--- src/rtl/mdc_pkg.sv ---
// Package: register map, field positions and constants of the DMA descriptor block
package mdc_pkg;
  localparam int unsigned NUM_DESC = 4;
  localparam int unsigned ADDR_W = 8;
  // Register byte offsets
  localparam logic [7:0] OFS_STATUS = 8'h00;
  localparam logic [7:0] OFS_IRQ_CLEAR = 8'h04;
  localparam logic [7:0] OFS_IRQ_STATUS = 8'h08;
  localparam logic [7:0] OFS_IRQ_MASK = 8'h0C;
  localparam logic [7:0] OFS_SRC_BASE = 8'h10;
  localparam logic [7:0] OFS_DST_BASE = 8'h20;
  localparam logic [7:0] OFS_CTRL_BASE = 8'h30;
  // Status field positions
  localparam int unsigned ST_FREE_LSB = 0;
  localparam int unsigned ST_DONE0_BIT = 4;
  // Control field positions
  localparam int unsigned CR_SIZE_MSB = 15;
  localparam int unsigned CR_ARMED_BIT = 16;
  localparam int unsigned CR_DIR_BIT = 17;
  localparam int unsigned CR_ABORT_BIT = 18;
  // Reset values, address mask and step, full size
  localparam logic [31:0] ADDR_RST = 32'h0000_0000;
  localparam logic [3:0] FREE_RST = 4'hF;
  localparam logic [31:0] WORD_MASK = 32'hFFFF_FFFC;
  localparam logic [31:0] WORD_STEP = 32'h0000_0004;
  localparam logic [16:0] FULL_SIZE = 17'h1_0000;
  // Direction encodings
  localparam logic DIR_AHB_TO_DDR = 1'b0;
  localparam logic DIR_DDR_TO_AHB = 1'b1;
  // Transfer engine states
  typedef enum logic [1:0] {
    ST_IDLE = 2'b00,
    ST_READ = 2'b01,
    ST_WRITE = 2'b10
  } mdc_state_type;
endpackage

--- src/rtl/mdc_top.sv ---
// Four-descriptor DMA status, address and control registers with mover
//
// Added by the designer: the address map and the strobed register port.
`timescale 1ns/1ps
// Operation
// - Set descriptor 0 done flag on any end
// - Clear done on irq-clear write or arming
// - Four free flags, status bits 3:0, reset one
// - Free flag rises when transfer ends
// - Four 32-bit source address registers, reset zero
// - Four 32-bit destination address registers, reset zero
// - Source address low two bits ignored
// - Destination address low two bits ignored
// - Source address advances per good read
// - Destination address advances per good write
// - Source register shows live position
// - Destination register updated in place
// - Read source, write destination, per descriptor
// - Armed clears on completion; locks fields
// - Direction bit: 0 AHB-to-DDR, 1 reverse
// - 16-bit size, low bits ignored, zero=64K
// - Abort bit terminates, resets, reads zero
module mdc_top #(
  parameter int unsigned NDESC = mdc_pkg::NUM_DESC
) (
  // Clock and reset
  input wire logic clock,
  input wire logic rst,
  // Register port
  input wire logic [7:0] reg_addr,
  input wire logic [31:0] reg_wdata,
  input wire logic reg_wr,
  input wire logic reg_rd,
  output logic [31:0] reg_rdata,
  // Source side
  output logic rd_req,
  output logic [31:0] rd_addr,
  output logic rd_ddr_side,
  input wire logic rd_ack,
  input wire logic rd_err,
  input wire logic [31:0] rd_data,
  // Destination side
  output logic wr_req,
  output logic [31:0] wr_addr,
  output logic [31:0] wr_data,
  output logic wr_ddr_side,
  input wire logic wr_ack,
  input wire logic wr_err,
  // Interrupt
  output logic irq
);
  initial begin
    if (NDESC != 4) $error("mdc_top serves exactly four descriptors");
  end

  logic [31:0] src_r [4];
  logic [31:0] dst_r [4];
  logic [15:0] size_r [4];
  logic [3:0] dir_r;
  logic [3:0] armed_r;
  logic [3:0] free_r;
  logic done0_r;
  logic [16:0] left_r;
  logic [1:0] cur_r;
  logic active_r;
  logic [3:0] irq_stat_r;
  logic [3:0] irq_mask_r;
  logic rd_req_r, wr_req_r;
  logic [31:0] rd_addr_r, wr_addr_r, wr_data_r;
  logic rd_side_r, wr_side_r;
  logic [31:0] reg_rdata_r;
  logic irq_r;

  logic e_rd_req, e_wr_req, e_src, e_dst, e_done, e_fail, e_busy;
  logic [31:0] e_wdata;
  logic start, abort_cur;
  logic [1:0] pick;
  logic [1:0] cur_nxt;
  logic [3:0] wr_ctrl, wr_src, wr_dst, arm_set, abort_set, ended;
  logic irq_clr_wr;

  ////////////////////////////////////////////////////////////////////////////
  // Write decode per descriptor
  genvar g;
  generate
    for (g = 0; g < 4; g++) begin : g_dec
      assign wr_src[g] = reg_wr &&
        reg_addr == 8'(mdc_pkg::OFS_SRC_BASE + 8'(4 * g));
      assign wr_dst[g] = reg_wr &&
        reg_addr == 8'(mdc_pkg::OFS_DST_BASE + 8'(4 * g));
      assign wr_ctrl[g] = reg_wr &&
        reg_addr == 8'(mdc_pkg::OFS_CTRL_BASE + 8'(4 * g));
      assign arm_set[g] = wr_ctrl[g] && !armed_r[g] &&
        reg_wdata[mdc_pkg::CR_ARMED_BIT] && !reg_wdata[mdc_pkg::CR_ABORT_BIT];
      assign abort_set[g] = wr_ctrl[g] && reg_wdata[mdc_pkg::CR_ABORT_BIT];
      assign ended[g] = active_r && e_done && cur_r == 2'(g);
    end
  endgenerate
  assign irq_clr_wr = reg_wr && reg_addr == mdc_pkg::OFS_IRQ_CLEAR;

  ////////////////////////////////////////////////////////////////////////////
  // Fixed-priority pick of the next armed descriptor, lowest number wins
  always_comb begin
    pick = 2'b00;
    for (int i = 3; i >= 0; i--) begin
      if (armed_r[i]) pick = 2'(i);
    end
  end
  assign start = !active_r && |armed_r;
  assign abort_cur = active_r && abort_set[cur_r];
  // Look ahead so link outputs point at the new descriptor on its first request
  assign cur_nxt = start ? pick : cur_r;

  mdc_engine u_engine (
    .clock(clock),
    .rst(rst),
    .start(start),
    .abort(abort_cur),
    .words_left(left_r),
    .rd_req(e_rd_req),
    .rd_ack(rd_ack),
    .rd_err(rd_err),
    .rd_data(rd_data),
    .wr_req(e_wr_req),
    .wr_data(e_wdata),
    .wr_ack(wr_ack),
    .wr_err(wr_err),
    .src_step(e_src),
    .dst_step(e_dst),
    .done(e_done),
    .failed(e_fail),
    .busy(e_busy)
  );

  ////////////////////////////////////////////////////////////////////////////
  // Active descriptor and remaining word count
  always_ff @(posedge clock or posedge rst) begin
    if (rst) begin
      active_r <= 1'b0;
      cur_r <= 2'b00;
      left_r <= 17'h0_0000;
    end else if (start) begin
      active_r <= 1'b1;
      cur_r <= pick;
      // Zero size means 64 Kbyte, low bits dropped
      if (size_r[pick][15:2] == 14'h0000)
        left_r <= 17'(mdc_pkg::FULL_SIZE >> 2);
      else
        left_r <= {3'b000, size_r[pick][15:2]};
    end else if (e_done || abort_cur) begin
      active_r <= 1'b0;
    end else if (e_dst) begin
      left_r <= 17'(left_r - 17'h0_0001);
    end
  end

  ////////////////////////////////////////////////////////////////////////////
  // Descriptor address, size and direction fields
  always_ff @(posedge clock or posedge rst) begin
    if (rst) begin
      for (int i = 0; i < 4; i++) begin
        src_r[i] <= mdc_pkg::ADDR_RST;
        dst_r[i] <= mdc_pkg::ADDR_RST;
        size_r[i] <= 16'h0000;
      end
      dir_r <= 4'h0;
    end else begin
      for (int i = 0; i < 4; i++) begin
        if (abort_set[i]) begin
          size_r[i] <= 16'h0000;
          dir_r[i] <= 1'b0;
        end else if (!armed_r[i]) begin
          if (wr_src[i]) src_r[i] <= reg_wdata & mdc_pkg::WORD_MASK;
          if (wr_dst[i]) dst_r[i] <= reg_wdata & mdc_pkg::WORD_MASK;
          if (wr_ctrl[i]) begin
            size_r[i] <= reg_wdata[mdc_pkg::CR_SIZE_MSB:0];
            dir_r[i] <= reg_wdata[mdc_pkg::CR_DIR_BIT];
          end
        end
      end
      if (e_src) src_r[cur_r] <= 32'(src_r[cur_r] + mdc_pkg::WORD_STEP);
      if (e_dst) dst_r[cur_r] <= 32'(dst_r[cur_r] + mdc_pkg::WORD_STEP);
    end
  end

  ////////////////////////////////////////////////////////////////////////////
  // Armed, free and done flags
  always_ff @(posedge clock or posedge rst) begin
    if (rst) begin
      armed_r <= 4'h0;
      free_r <= mdc_pkg::FREE_RST;
      done0_r <= 1'b0;
    end else begin
      for (int i = 0; i < 4; i++) begin
        if (abort_set[i]) begin
          armed_r[i] <= 1'b0;
          free_r[i] <= 1'b1;
        end else if (ended[i]) begin
          // Armed drops at end; free rises
          armed_r[i] <= 1'b0;
          free_r[i] <= 1'b1;
        end else if (arm_set[i]) begin
          armed_r[i] <= 1'b1;
          free_r[i] <= 1'b0;
        end
      end
      // Done on end wins over clears
      if (ended[0]) done0_r <= 1'b1;
      // Clear by irq-clear write or arming
      else if ((irq_clr_wr && reg_wdata[0]) || arm_set[0] || abort_set[0])
        done0_r <= 1'b0;
    end
  end

  ////////////////////////////////////////////////////////////////////////////
  // Sticky interrupt status per descriptor, write one to clear
  always_ff @(posedge clock or posedge rst) begin
    if (rst) begin
      irq_stat_r <= 4'h0;
      irq_mask_r <= 4'h0;
      irq_r <= 1'b0;
    end else begin
      for (int i = 0; i < 4; i++) begin
        if (ended[i]) irq_stat_r[i] <= 1'b1;
        else if ((irq_clr_wr && reg_wdata[i]) || arm_set[i])
          irq_stat_r[i] <= 1'b0;
        else if (reg_wr && reg_addr == mdc_pkg::OFS_IRQ_STATUS &&
                 reg_wdata[i])
          irq_stat_r[i] <= 1'b0;
      end
      if (reg_wr && reg_addr == mdc_pkg::OFS_IRQ_MASK)
        irq_mask_r <= reg_wdata[3:0];
      irq_r <= |(irq_stat_r & irq_mask_r);
    end
  end

  ////////////////////////////////////////////////////////////////////////////
  // Registered link outputs
  always_ff @(posedge clock or posedge rst) begin
    if (rst) begin
      rd_addr_r <= 32'h0000_0000;
      wr_addr_r <= 32'h0000_0000;
      rd_side_r <= 1'b0;
      wr_side_r <= 1'b0;
    end else begin
      rd_addr_r <= src_r[cur_nxt];
      wr_addr_r <= dst_r[cur_nxt];
      // Direction picks which side is DDR
      rd_side_r <= dir_r[cur_nxt] == mdc_pkg::DIR_DDR_TO_AHB;
      wr_side_r <= dir_r[cur_nxt] == mdc_pkg::DIR_AHB_TO_DDR;
    end
  end
  // Requests come from the engine state flop, gated only by abort
  assign rd_req = e_rd_req;
  assign wr_req = e_wr_req;
  assign wr_data = e_wdata;
  // Address flops settle two cycles after each beat, before the next request
  assign rd_addr = rd_addr_r;
  assign wr_addr = wr_addr_r;
  assign rd_ddr_side = rd_side_r;
  assign wr_ddr_side = wr_side_r;
  assign irq = irq_r;

  ////////////////////////////////////////////////////////////////////////////
  // Read data, one cycle after the strobe
  always_ff @(posedge clock or posedge rst) begin
    if (rst) begin
      reg_rdata_r <= 32'h0000_0000;
    end else begin
      reg_rdata_r <= 32'h0000_0000;
      if (reg_rd) begin
        case (reg_addr)
          mdc_pkg::OFS_STATUS:
            reg_rdata_r <= {27'h0, done0_r, free_r};
          mdc_pkg::OFS_IRQ_STATUS: reg_rdata_r <= {28'h0, irq_stat_r};
          mdc_pkg::OFS_IRQ_MASK: reg_rdata_r <= {28'h0, irq_mask_r};
          default: begin
            for (int i = 0; i < 4; i++) begin
              if (reg_addr == 8'(mdc_pkg::OFS_SRC_BASE + 8'(4 * i)))
                reg_rdata_r <= src_r[i];
              if (reg_addr == 8'(mdc_pkg::OFS_DST_BASE + 8'(4 * i)))
                reg_rdata_r <= dst_r[i];
              // Abort bit always reads zero
              if (reg_addr == 8'(mdc_pkg::OFS_CTRL_BASE + 8'(4 * i)))
                reg_rdata_r <= {14'h0, dir_r[i], armed_r[i], size_r[i]};
            end
          end
        endcase
      end
    end
  end
  assign reg_rdata = reg_rdata_r;

  ////////////////////////////////////////////////////////////////////////////
  // Checks
  AST_DONE_SET: assert property (@(posedge clock) disable iff (rst)
    ended[0] |=> done0_r)
    else $error("done flag not set at end");
  AST_DONE_CLR: assert property (@(posedge clock) disable iff (rst)
    (arm_set[0] && !ended[0]) |=> !done0_r)
    else $error("done flag not cleared on arming");
  AST_FREE_END: assert property (@(posedge clock) disable iff (rst)
    |ended |=> free_r[$past(cur_r)])
    else $error("free flag not raised at end");
  AST_FREE_ARM: assert property (@(posedge clock) disable iff (rst)
    (arm_set[1] && !abort_set[1]) |=> !free_r[1] && armed_r[1])
    else $error("free flag not lowered on arming");
  AST_SRC_MASK: assert property (@(posedge clock) disable iff (rst)
    (wr_src[0] && !armed_r[0] && !(e_src && cur_r == 2'b00))
      |=> src_r[0][1:0] == 2'b00)
    else $error("source low bits kept");
  AST_SRC_STEP: assert property (@(posedge clock) disable iff (rst)
    e_src |=> src_r[$past(cur_r)] == 32'($past(rd_addr) + 32'h4))
    else $error("source did not advance by a word");
  AST_DST_STEP: assert property (@(posedge clock) disable iff (rst)
    e_dst |=> dst_r[$past(cur_r)] == 32'($past(wr_addr) + 32'h4))
    else $error("destination did not advance by a word");
  AST_ARMED_LOCK: assert property (@(posedge clock) disable iff (rst)
    (armed_r[2] && wr_src[2] && !(e_src && cur_r == 2'd2))
      |=> $stable(src_r[2]))
    else $error("armed descriptor was overwritten");
  AST_ABORT: assert property (@(posedge clock) disable iff (rst)
    abort_set[3] |=> !armed_r[3] && free_r[3] && size_r[3] == 16'h0)
    else $error("abort did not reset descriptor");
endmodule

--- src/rtl/mdc_engine.sv ---
// Single-word mover: reads source, writes destination, reports each beat
`timescale 1ns/1ps
module mdc_engine (
  // Clock and reset
  input wire logic clock,
  input wire logic rst,
  // Control from descriptor logic
  input wire logic start,
  input wire logic abort,
  input wire logic [16:0] words_left,
  // Source side (read port)
  output logic rd_req,
  input wire logic rd_ack,
  input wire logic rd_err,
  input wire logic [31:0] rd_data,
  // Destination side (write port)
  output logic wr_req,
  output logic [31:0] wr_data,
  input wire logic wr_ack,
  input wire logic wr_err,
  // Beat reports
  output logic src_step,
  output logic dst_step,
  output logic done,
  output logic failed,
  output logic busy
);
  mdc_pkg::mdc_state_type state_r;
  logic [31:0] data_r;

  ////////////////////////////////////////////////////////////////////////////
  // Read first, then write
  always_ff @(posedge clock or posedge rst) begin
    if (rst) begin
      state_r <= mdc_pkg::ST_IDLE;
      data_r <= 32'h0000_0000;
    end else if (abort) begin
      state_r <= mdc_pkg::ST_IDLE;
    end else begin
      case (state_r)
        mdc_pkg::ST_IDLE: begin
          if (start) state_r <= mdc_pkg::ST_READ;
        end
        mdc_pkg::ST_READ: begin
          if (rd_ack && rd_err) state_r <= mdc_pkg::ST_IDLE;
          else if (rd_ack) begin
            data_r <= rd_data;
            state_r <= mdc_pkg::ST_WRITE;
          end
        end
        mdc_pkg::ST_WRITE: begin
          if (wr_ack && (wr_err || words_left == 17'h0_0001))
            state_r <= mdc_pkg::ST_IDLE;
          else if (wr_ack) state_r <= mdc_pkg::ST_READ;
        end
        default: state_r <= mdc_pkg::ST_IDLE;
      endcase
    end
  end

  // Combinational beat reports, consumed by the descriptor registers
  assign rd_req = (state_r == mdc_pkg::ST_READ) && !abort;
  assign wr_req = (state_r == mdc_pkg::ST_WRITE) && !abort;
  assign wr_data = data_r;
  assign busy = (state_r != mdc_pkg::ST_IDLE);
  assign src_step = rd_req && rd_ack && !rd_err;
  assign dst_step = wr_req && wr_ack && !wr_err;
  assign failed = (rd_req && rd_ack && rd_err) || (wr_req && wr_ack && wr_err);
  assign done = failed || (dst_step && words_left == 17'h0_0001);

  // Write only follows a good read
  AST_WRITE_AFTER_READ: assert property (@(posedge clock) disable iff (rst)
    $rose(wr_req) |-> $past(src_step))
    else $error("write started without a good read");
endmodule

--- config.mk ---
export PLATFORM = sky130hd
export DESIGN_NAME = mdc_top
export DESIGN_NICKNAME = d
export VERILOG_FILES = /design/src/rtl/mdc_pkg.sv /design/src/rtl/mdc_top.sv /design/src/rtl/mdc_engine.sv
export SDC_FILE = /design/constraint.sdc
export NUM_CORES = 2
export LEC_CHECK = 0
export BUFFER_PORTS_ARGS = -buffer_cell sky130_fd_sc_hd__buf_2
export CAP_MARGIN = 20
export CORE_MARGIN = 3
export CORE_UTILIZATION = 40
export DETAILED_ROUTE_END_ITERATION = 7
export PLACE_DENSITY = 0.71
export REMOVE_ABC_BUFFERS = 1
export SETUP_SLACK_MARGIN = 0.02
export SYNTH_ARGS = -nofsm -noshare
export SYNTH_HDL_FRONTEND = slang
export SYNTH_SLANG_ARGS = --single-unit
--- constraint.sdc ---
create_clock -name clock -period 14.95 [get_ports clock]
set_clock_uncertainty 0.15 [all_clocks]
set_input_delay 2.2425 -clock clock [delete_from_list [all_inputs] [get_ports clock]]
set_output_delay 2.2425 -clock clock [all_outputs]
set_load 0.005 [all_outputs]
* Word level (Yosys, flattened, before mapping) *
Cells that the tools add are included.

storage, ports and cells
  register bits = 494
  bits of input ports = 80
  output and inout bits = 133
  word-level logic and storage cells = 333

operators by class
  $add $sub $neg = 3
  $lt $le $gt $ge = 6
  equal/unequal tests = 29
  mux-type cells = 143
  bitwise operators = 7
  reduce and logical (&&, ||, !) cells = 104

operator list
  cell                                                                     count
  32-bit two-way mux                                                       46
  32-bit binary-select mux with 2-bit select                               4
  128-bit bitwise mux                                                      2
  128-bit two-way mux                                                      2
  16-bit two-way mux                                                       14
  32-bit case mux with 3 select lines                                      1
  32-bit by 3-bit adder with 32-bit output (second input constant)         2
  32-bit demux with 2-bit select                                           1
  8-bit by 6-bit equality test with 1-bit output (second input constant)   8
  1-bit logical AND                                                        58
  1-bit two-way mux                                                        54
  17-bit two-way mux                                                       3
  16-bit binary-select mux with 2-bit select                               1
  8-bit by 5-bit equality test with 1-bit output (second input constant)   4
  3-bit nonzero test                                                       8
  2-bit two-way mux                                                        11
  17-bit by 1-bit equality test with 1-bit output (second input constant)  1
  17-bit by 1-bit subtractor with 17-bit output (second input constant)    1
  8-bit by 4-bit equality test with 1-bit output (second input constant)   2
  15-bit two-way mux                                                       1
  14-bit zero test                                                         1
  2-bit nonzero test                                                       7
  2-bit AND reduction                                                      5
  3-bit greater-or-equal comparator (second input constant)                3
  21 further kinds                                                         52

* Logic depth before layout (Yosys ltp) *
  depth after elaboration = 16
  gate-level depth with buffers = 11
  depth with buffers taken out = 7

* Modules after synthesis *
From an unflattened synthesis, not the netlist that was laid out.

unflattened totals
  cells, all modules = 3187
  area, all modules = 29305.6 um^2

by module, submodules not included
  module      times used  cells each  area an instance (um^2)  seq. area each (um^2)
  mdc_top     1           3089        27744.1                  11516.0
  mdc_engine  1           98          1561.5                   850.8

* Least setup slack after synthesis *
OpenSTA, ideal clock, no wires.

  path kind = input -> output
  start point = input reg_addr[6]
  end point = output rd_req
  arrival time = 3.372 ns
  required time = 12.557 ns
  setup slack = 9.185 ns
  stages = 5
  path buffers = 1
  cells stage by stage = buf_2 nand4bb_1 nor4_2 and2_1 nor3b_1

between the ends
  longest elaborated chain between the ends = 8
  elaborated cells on any way between the ends = 17
  classes of those cells = eq/ne: 4; mux: 2; reduce/logical: 11

RTL lines
  element                                         RTL line          source
  from (decl)                                     mdc_top.sv:30     input wire logic [7:0] reg_addr,
  8-bit by 6-bit equality test with 1-bit output  mdc_top.sv:92     reg_addr == 8'(mdc_pkg::OFS_CTRL_BASE + 8'(4 * g));
  1-bit logical AND                               mdc_top.sv:91     assign wr_ctrl[g] = reg_wr &&
  1-bit logical AND                               mdc_top.sv:95     assign abort_set[g] = wr_ctrl[g] && reg_wdata[mdc_pkg::CR_ABORT_BIT];
  1-bit binary-select mux with 2-bit select (*)   mdc_top.sv:110    assign abort_cur = active_r && abort_set[cur_r];
  1-bit two-way mux (implied by the code) (*)     mdc_top.sv:110
  1-bit logical AND (*)                           mdc_top.sv:110
  1-bit zero test (*)                             mdc_engine.sv:62  assign rd_req = (state_r == mdc_pkg::ST_READ) && !abort;
  1-bit logical AND (*)                           mdc_engine.sv:62
  to (decl)                                       mdc_top.sv:36     output logic rd_req,

Mark *: on every way between the ends. The rest lies on a longest branch, timed or not. The select of a mux whose other input is x is not followed.

* Final worst setup path *
  start point = input reg_addr[4]
  end point = output rd_req

The elaborated chain is that of the path after synthesis.

==> metrics.txt <==
Post-synth EDFFs 0; Placed Instances 3996; PortBufs 212; Worst VDD drop 105.6 uV; leakage 14.14 nW; Critical Path Source Type primary input; first-pass GRT wire length 161.0 mm; FF+latch count, synth 494; count of pins over their slew limit 0; Commonest cells post-synth 490 x dfrtp_1, 470 x nand2_1, 305 x nor2_1; Synth cell types 84; Slew @ Worst Pin 1.041 ns; Slew HR 0.3044; Final Hold Vio Count 0; Synth warnings 0; # setup viols final 0; maxcap violations 0; Clock Latency Late Sink 0.65 ns; CTS clk-pin slew, worst paths 0.06 ns; Post-Syn Area 28530 sq um; WP data required 12.56 ns; Post-Synth Simple-Gate Area 0.1812; dominant synthesized flop cell dfrtp_1; initial antenna violation count 6; top cell type's share of synthesized area 0.4298; setup ws final 8.273 ns; WL final 107.8 mm; mux cell area share after synthesis 0.1474; Adder-Cell Fraction of Synth Area 0.001754; worst setup path startpoint reg_addr[4]; highest clock rate 149.8 MHz; DR vias 26390; Post-CTS Setup Bufs 0; CP endpoint kind primary output; complex-gate fraction of the synthesized area 0.1675; row cnt 97; synthesis-to-finish area growth 12.83%; routed vias/inst 6.428; vias in the first global route 25320; initial core utilization 0.4052; reg2reg setup slack 10.33 ns; Total Routing Usage GR 0.2833; CP Max Fanout 80; largest net degree at the start of global routing 160; final cell count without fillers 4106; Routability Congestion 0.9616; outcome finished clean; Synth async-reset ratio 1.000; clock buffer depth 3; total gr overflow 0; cell count after synthesis 3033; height of the die 273.1 um; Final ANT Viol Nets 0; leading area contributor after synthesis dfrtp_1; Final min period 6.677 ns; post_cts resized 0; dominant cell by count in the synthesized netlist dfrtp_1; Hold Crit Start u_engine.wr_data[22]; hold_buf cts 0; CTS Sinks 494; fin crit share 0.4466; DRT iter0 DRCs 3703; largest family of logic cells by synthesized area simple AND/OR/NAND/NOR gates; PD cells 168.2 nW/um^2; Die Area 74560 sq um; Seq/Total Area, Yosys 0.4335; largest cells by area after synthesis dfrtp_1 43%, nand2_1 6.2%, mux2_2 5.1%; Core Region 70390 sq um; DR pass1 iterations 8; nets 3197; CTS tree done; io pins 213; CTS H-tree depth 2; RSZ-0062 raised after global routing no; Die X-Extent 273.1 um; path category of the worst min-delay check flop to flop; total CTS buffers 55; DRC errors left 0; pre-CTS setup slack 8.248 ns; layout cells sized above 1 0.1959; HPWL after DPL 67.54 mm; worst reg2reg startpoint cur_r[1]; Crit Path Category primary input to primary output; root buf cell clkbuf_16; Critical Path AT 4.28 ns; wire length per cell 26.27 um; Post-Synth XOR/XNOR Area 0.02268; average size of a mapped cell 9.405 sq um
path summary, 6_finish.rpt:
path / cells after the start / to
worst max-delay path: 7 / rd_req
worst min-delay path: 1 / u_engine.wr_data[22]
worst max register to register: 8 / dst_r[124]
worst min register to register: 1 / u_engine.wr_data[22]
max in group asynchronous: 4 / src_r[38]
min in group asynchronous: 2 / u_engine.wr_data[12]
flip-flops by register name (all words and copies together), names as in the netlist:
name and count:
irq_mask_r 4, u_engine.state_r 2, reg_rdata 32, wr_addr 32
size_r 64, left_r 17, active_r 1, dst_r 128
irq_stat_r 4, u_engine.wr_data 32, free_r 4, dir_r 4
armed_r 4, src_r 128, wr_ddr_side 1, irq 1
cur_r 2, rd_ddr_side 1, rd_addr 32, done0_r 1
placed cells by master, fill, tap and decap left out, types with 12 or more instances in the layout:
cell,n
a22o_1,25
clkbuf_1,13
a21oi_1,286
xor2_1,61
nor2_1,304
mux4_2,65
nor4_1,27
nor3_1,17
nand2b_1,12
nor2b_1,26
nand3_1,37
buf_4,60
a221o_1,12
a22oi_1,21
a211oi_1,99
o22ai_1,35
a31oi_1,68
clkbuf_8,16
mux2i_1,99
and3_1,73
nand4_1,30
buf_2,212
o21ai_1,17
nand2_1,470
o221ai_1,16
and2_1,29
clkbuf_16,56
inv_1,36
dfrtp_1,488
mux2_2,130
o21ai_0,95
metal layers:
metal,up-vias,wire length (um),global-route usage
met2,1941,47390,0.4260
met4,2,7923,0.1760
met5,-,13,0
li1,11100,-,-
met1,12810,39170,0.3631
met3,537,13360,0.07638
metrics by stage:
| stage | hold WS (ns) | setup TNS, ns | area (sq um) | power, mW | util |
|---|---|---|---|---|---|
| 6_report | 0.3510 | 0 | 32190 | 5.413 | 0.4573 |
| 5_1_grt | 0.3690 | 0 | 32180 | 5.679 | 0.4571 |
| 4_1_cts | 0.3532 | 0 | 32170 | 5.389 | 0.4570 |
| 3_5_place_dp | 0.3401 | 0 | 30240 | 3.920 | 0.4295 |
| 3_3_place_gp | 0.3346 | 0 | 30240 | 3.882 | 0.4295 |
| 2_1_floorplan | 0.3246 | -600.44 | 27360 | 3.181 | - |
power by group:
part           leakage [nW]  internal, mW  switching [mW]
sequential             6.48          1.68           0.314
clock                 0.956         0.871           0.589
combinational          6.71         0.769            1.19
final cells by class:
| class | instances | area [sq um] |
|---|---|---|
| multi-input cells | 2249 | 14980 |
| clock inverters | 19 | 266.5 |
| inverters | 39 | 156.4 |
| flip-flops and latches | 494 | 12370 |
| fillers | 6661 | 38210 |
| diodes | 6 | 15.01 |
| clock buffers | 85 | 1670 |
| repair buffers | 274 | 1551 |
| well taps | 940 | 1176 |
worst max-delay path, cell delays in order:
cell and delay, ns:
buf_2 0.07, buf_4 0.66, nand4bb_1 0.25, nor4_2 0.59
and2_1 0.27, nor3b_1 0.06, buf_2 0.13
cells by family after synthesis:
kind of cell / count (synthesis)
multiplexers: 305
AO/OA/AOI/OAI: 764
XOR/XNOR: 73
adder cells (fa/ha/maj): 4
buffers and inverters: 290
flip-flops: 494
AND/OR/NAND/NOR: 1103
Note: power is estimated with default switching activity, not from simulation.
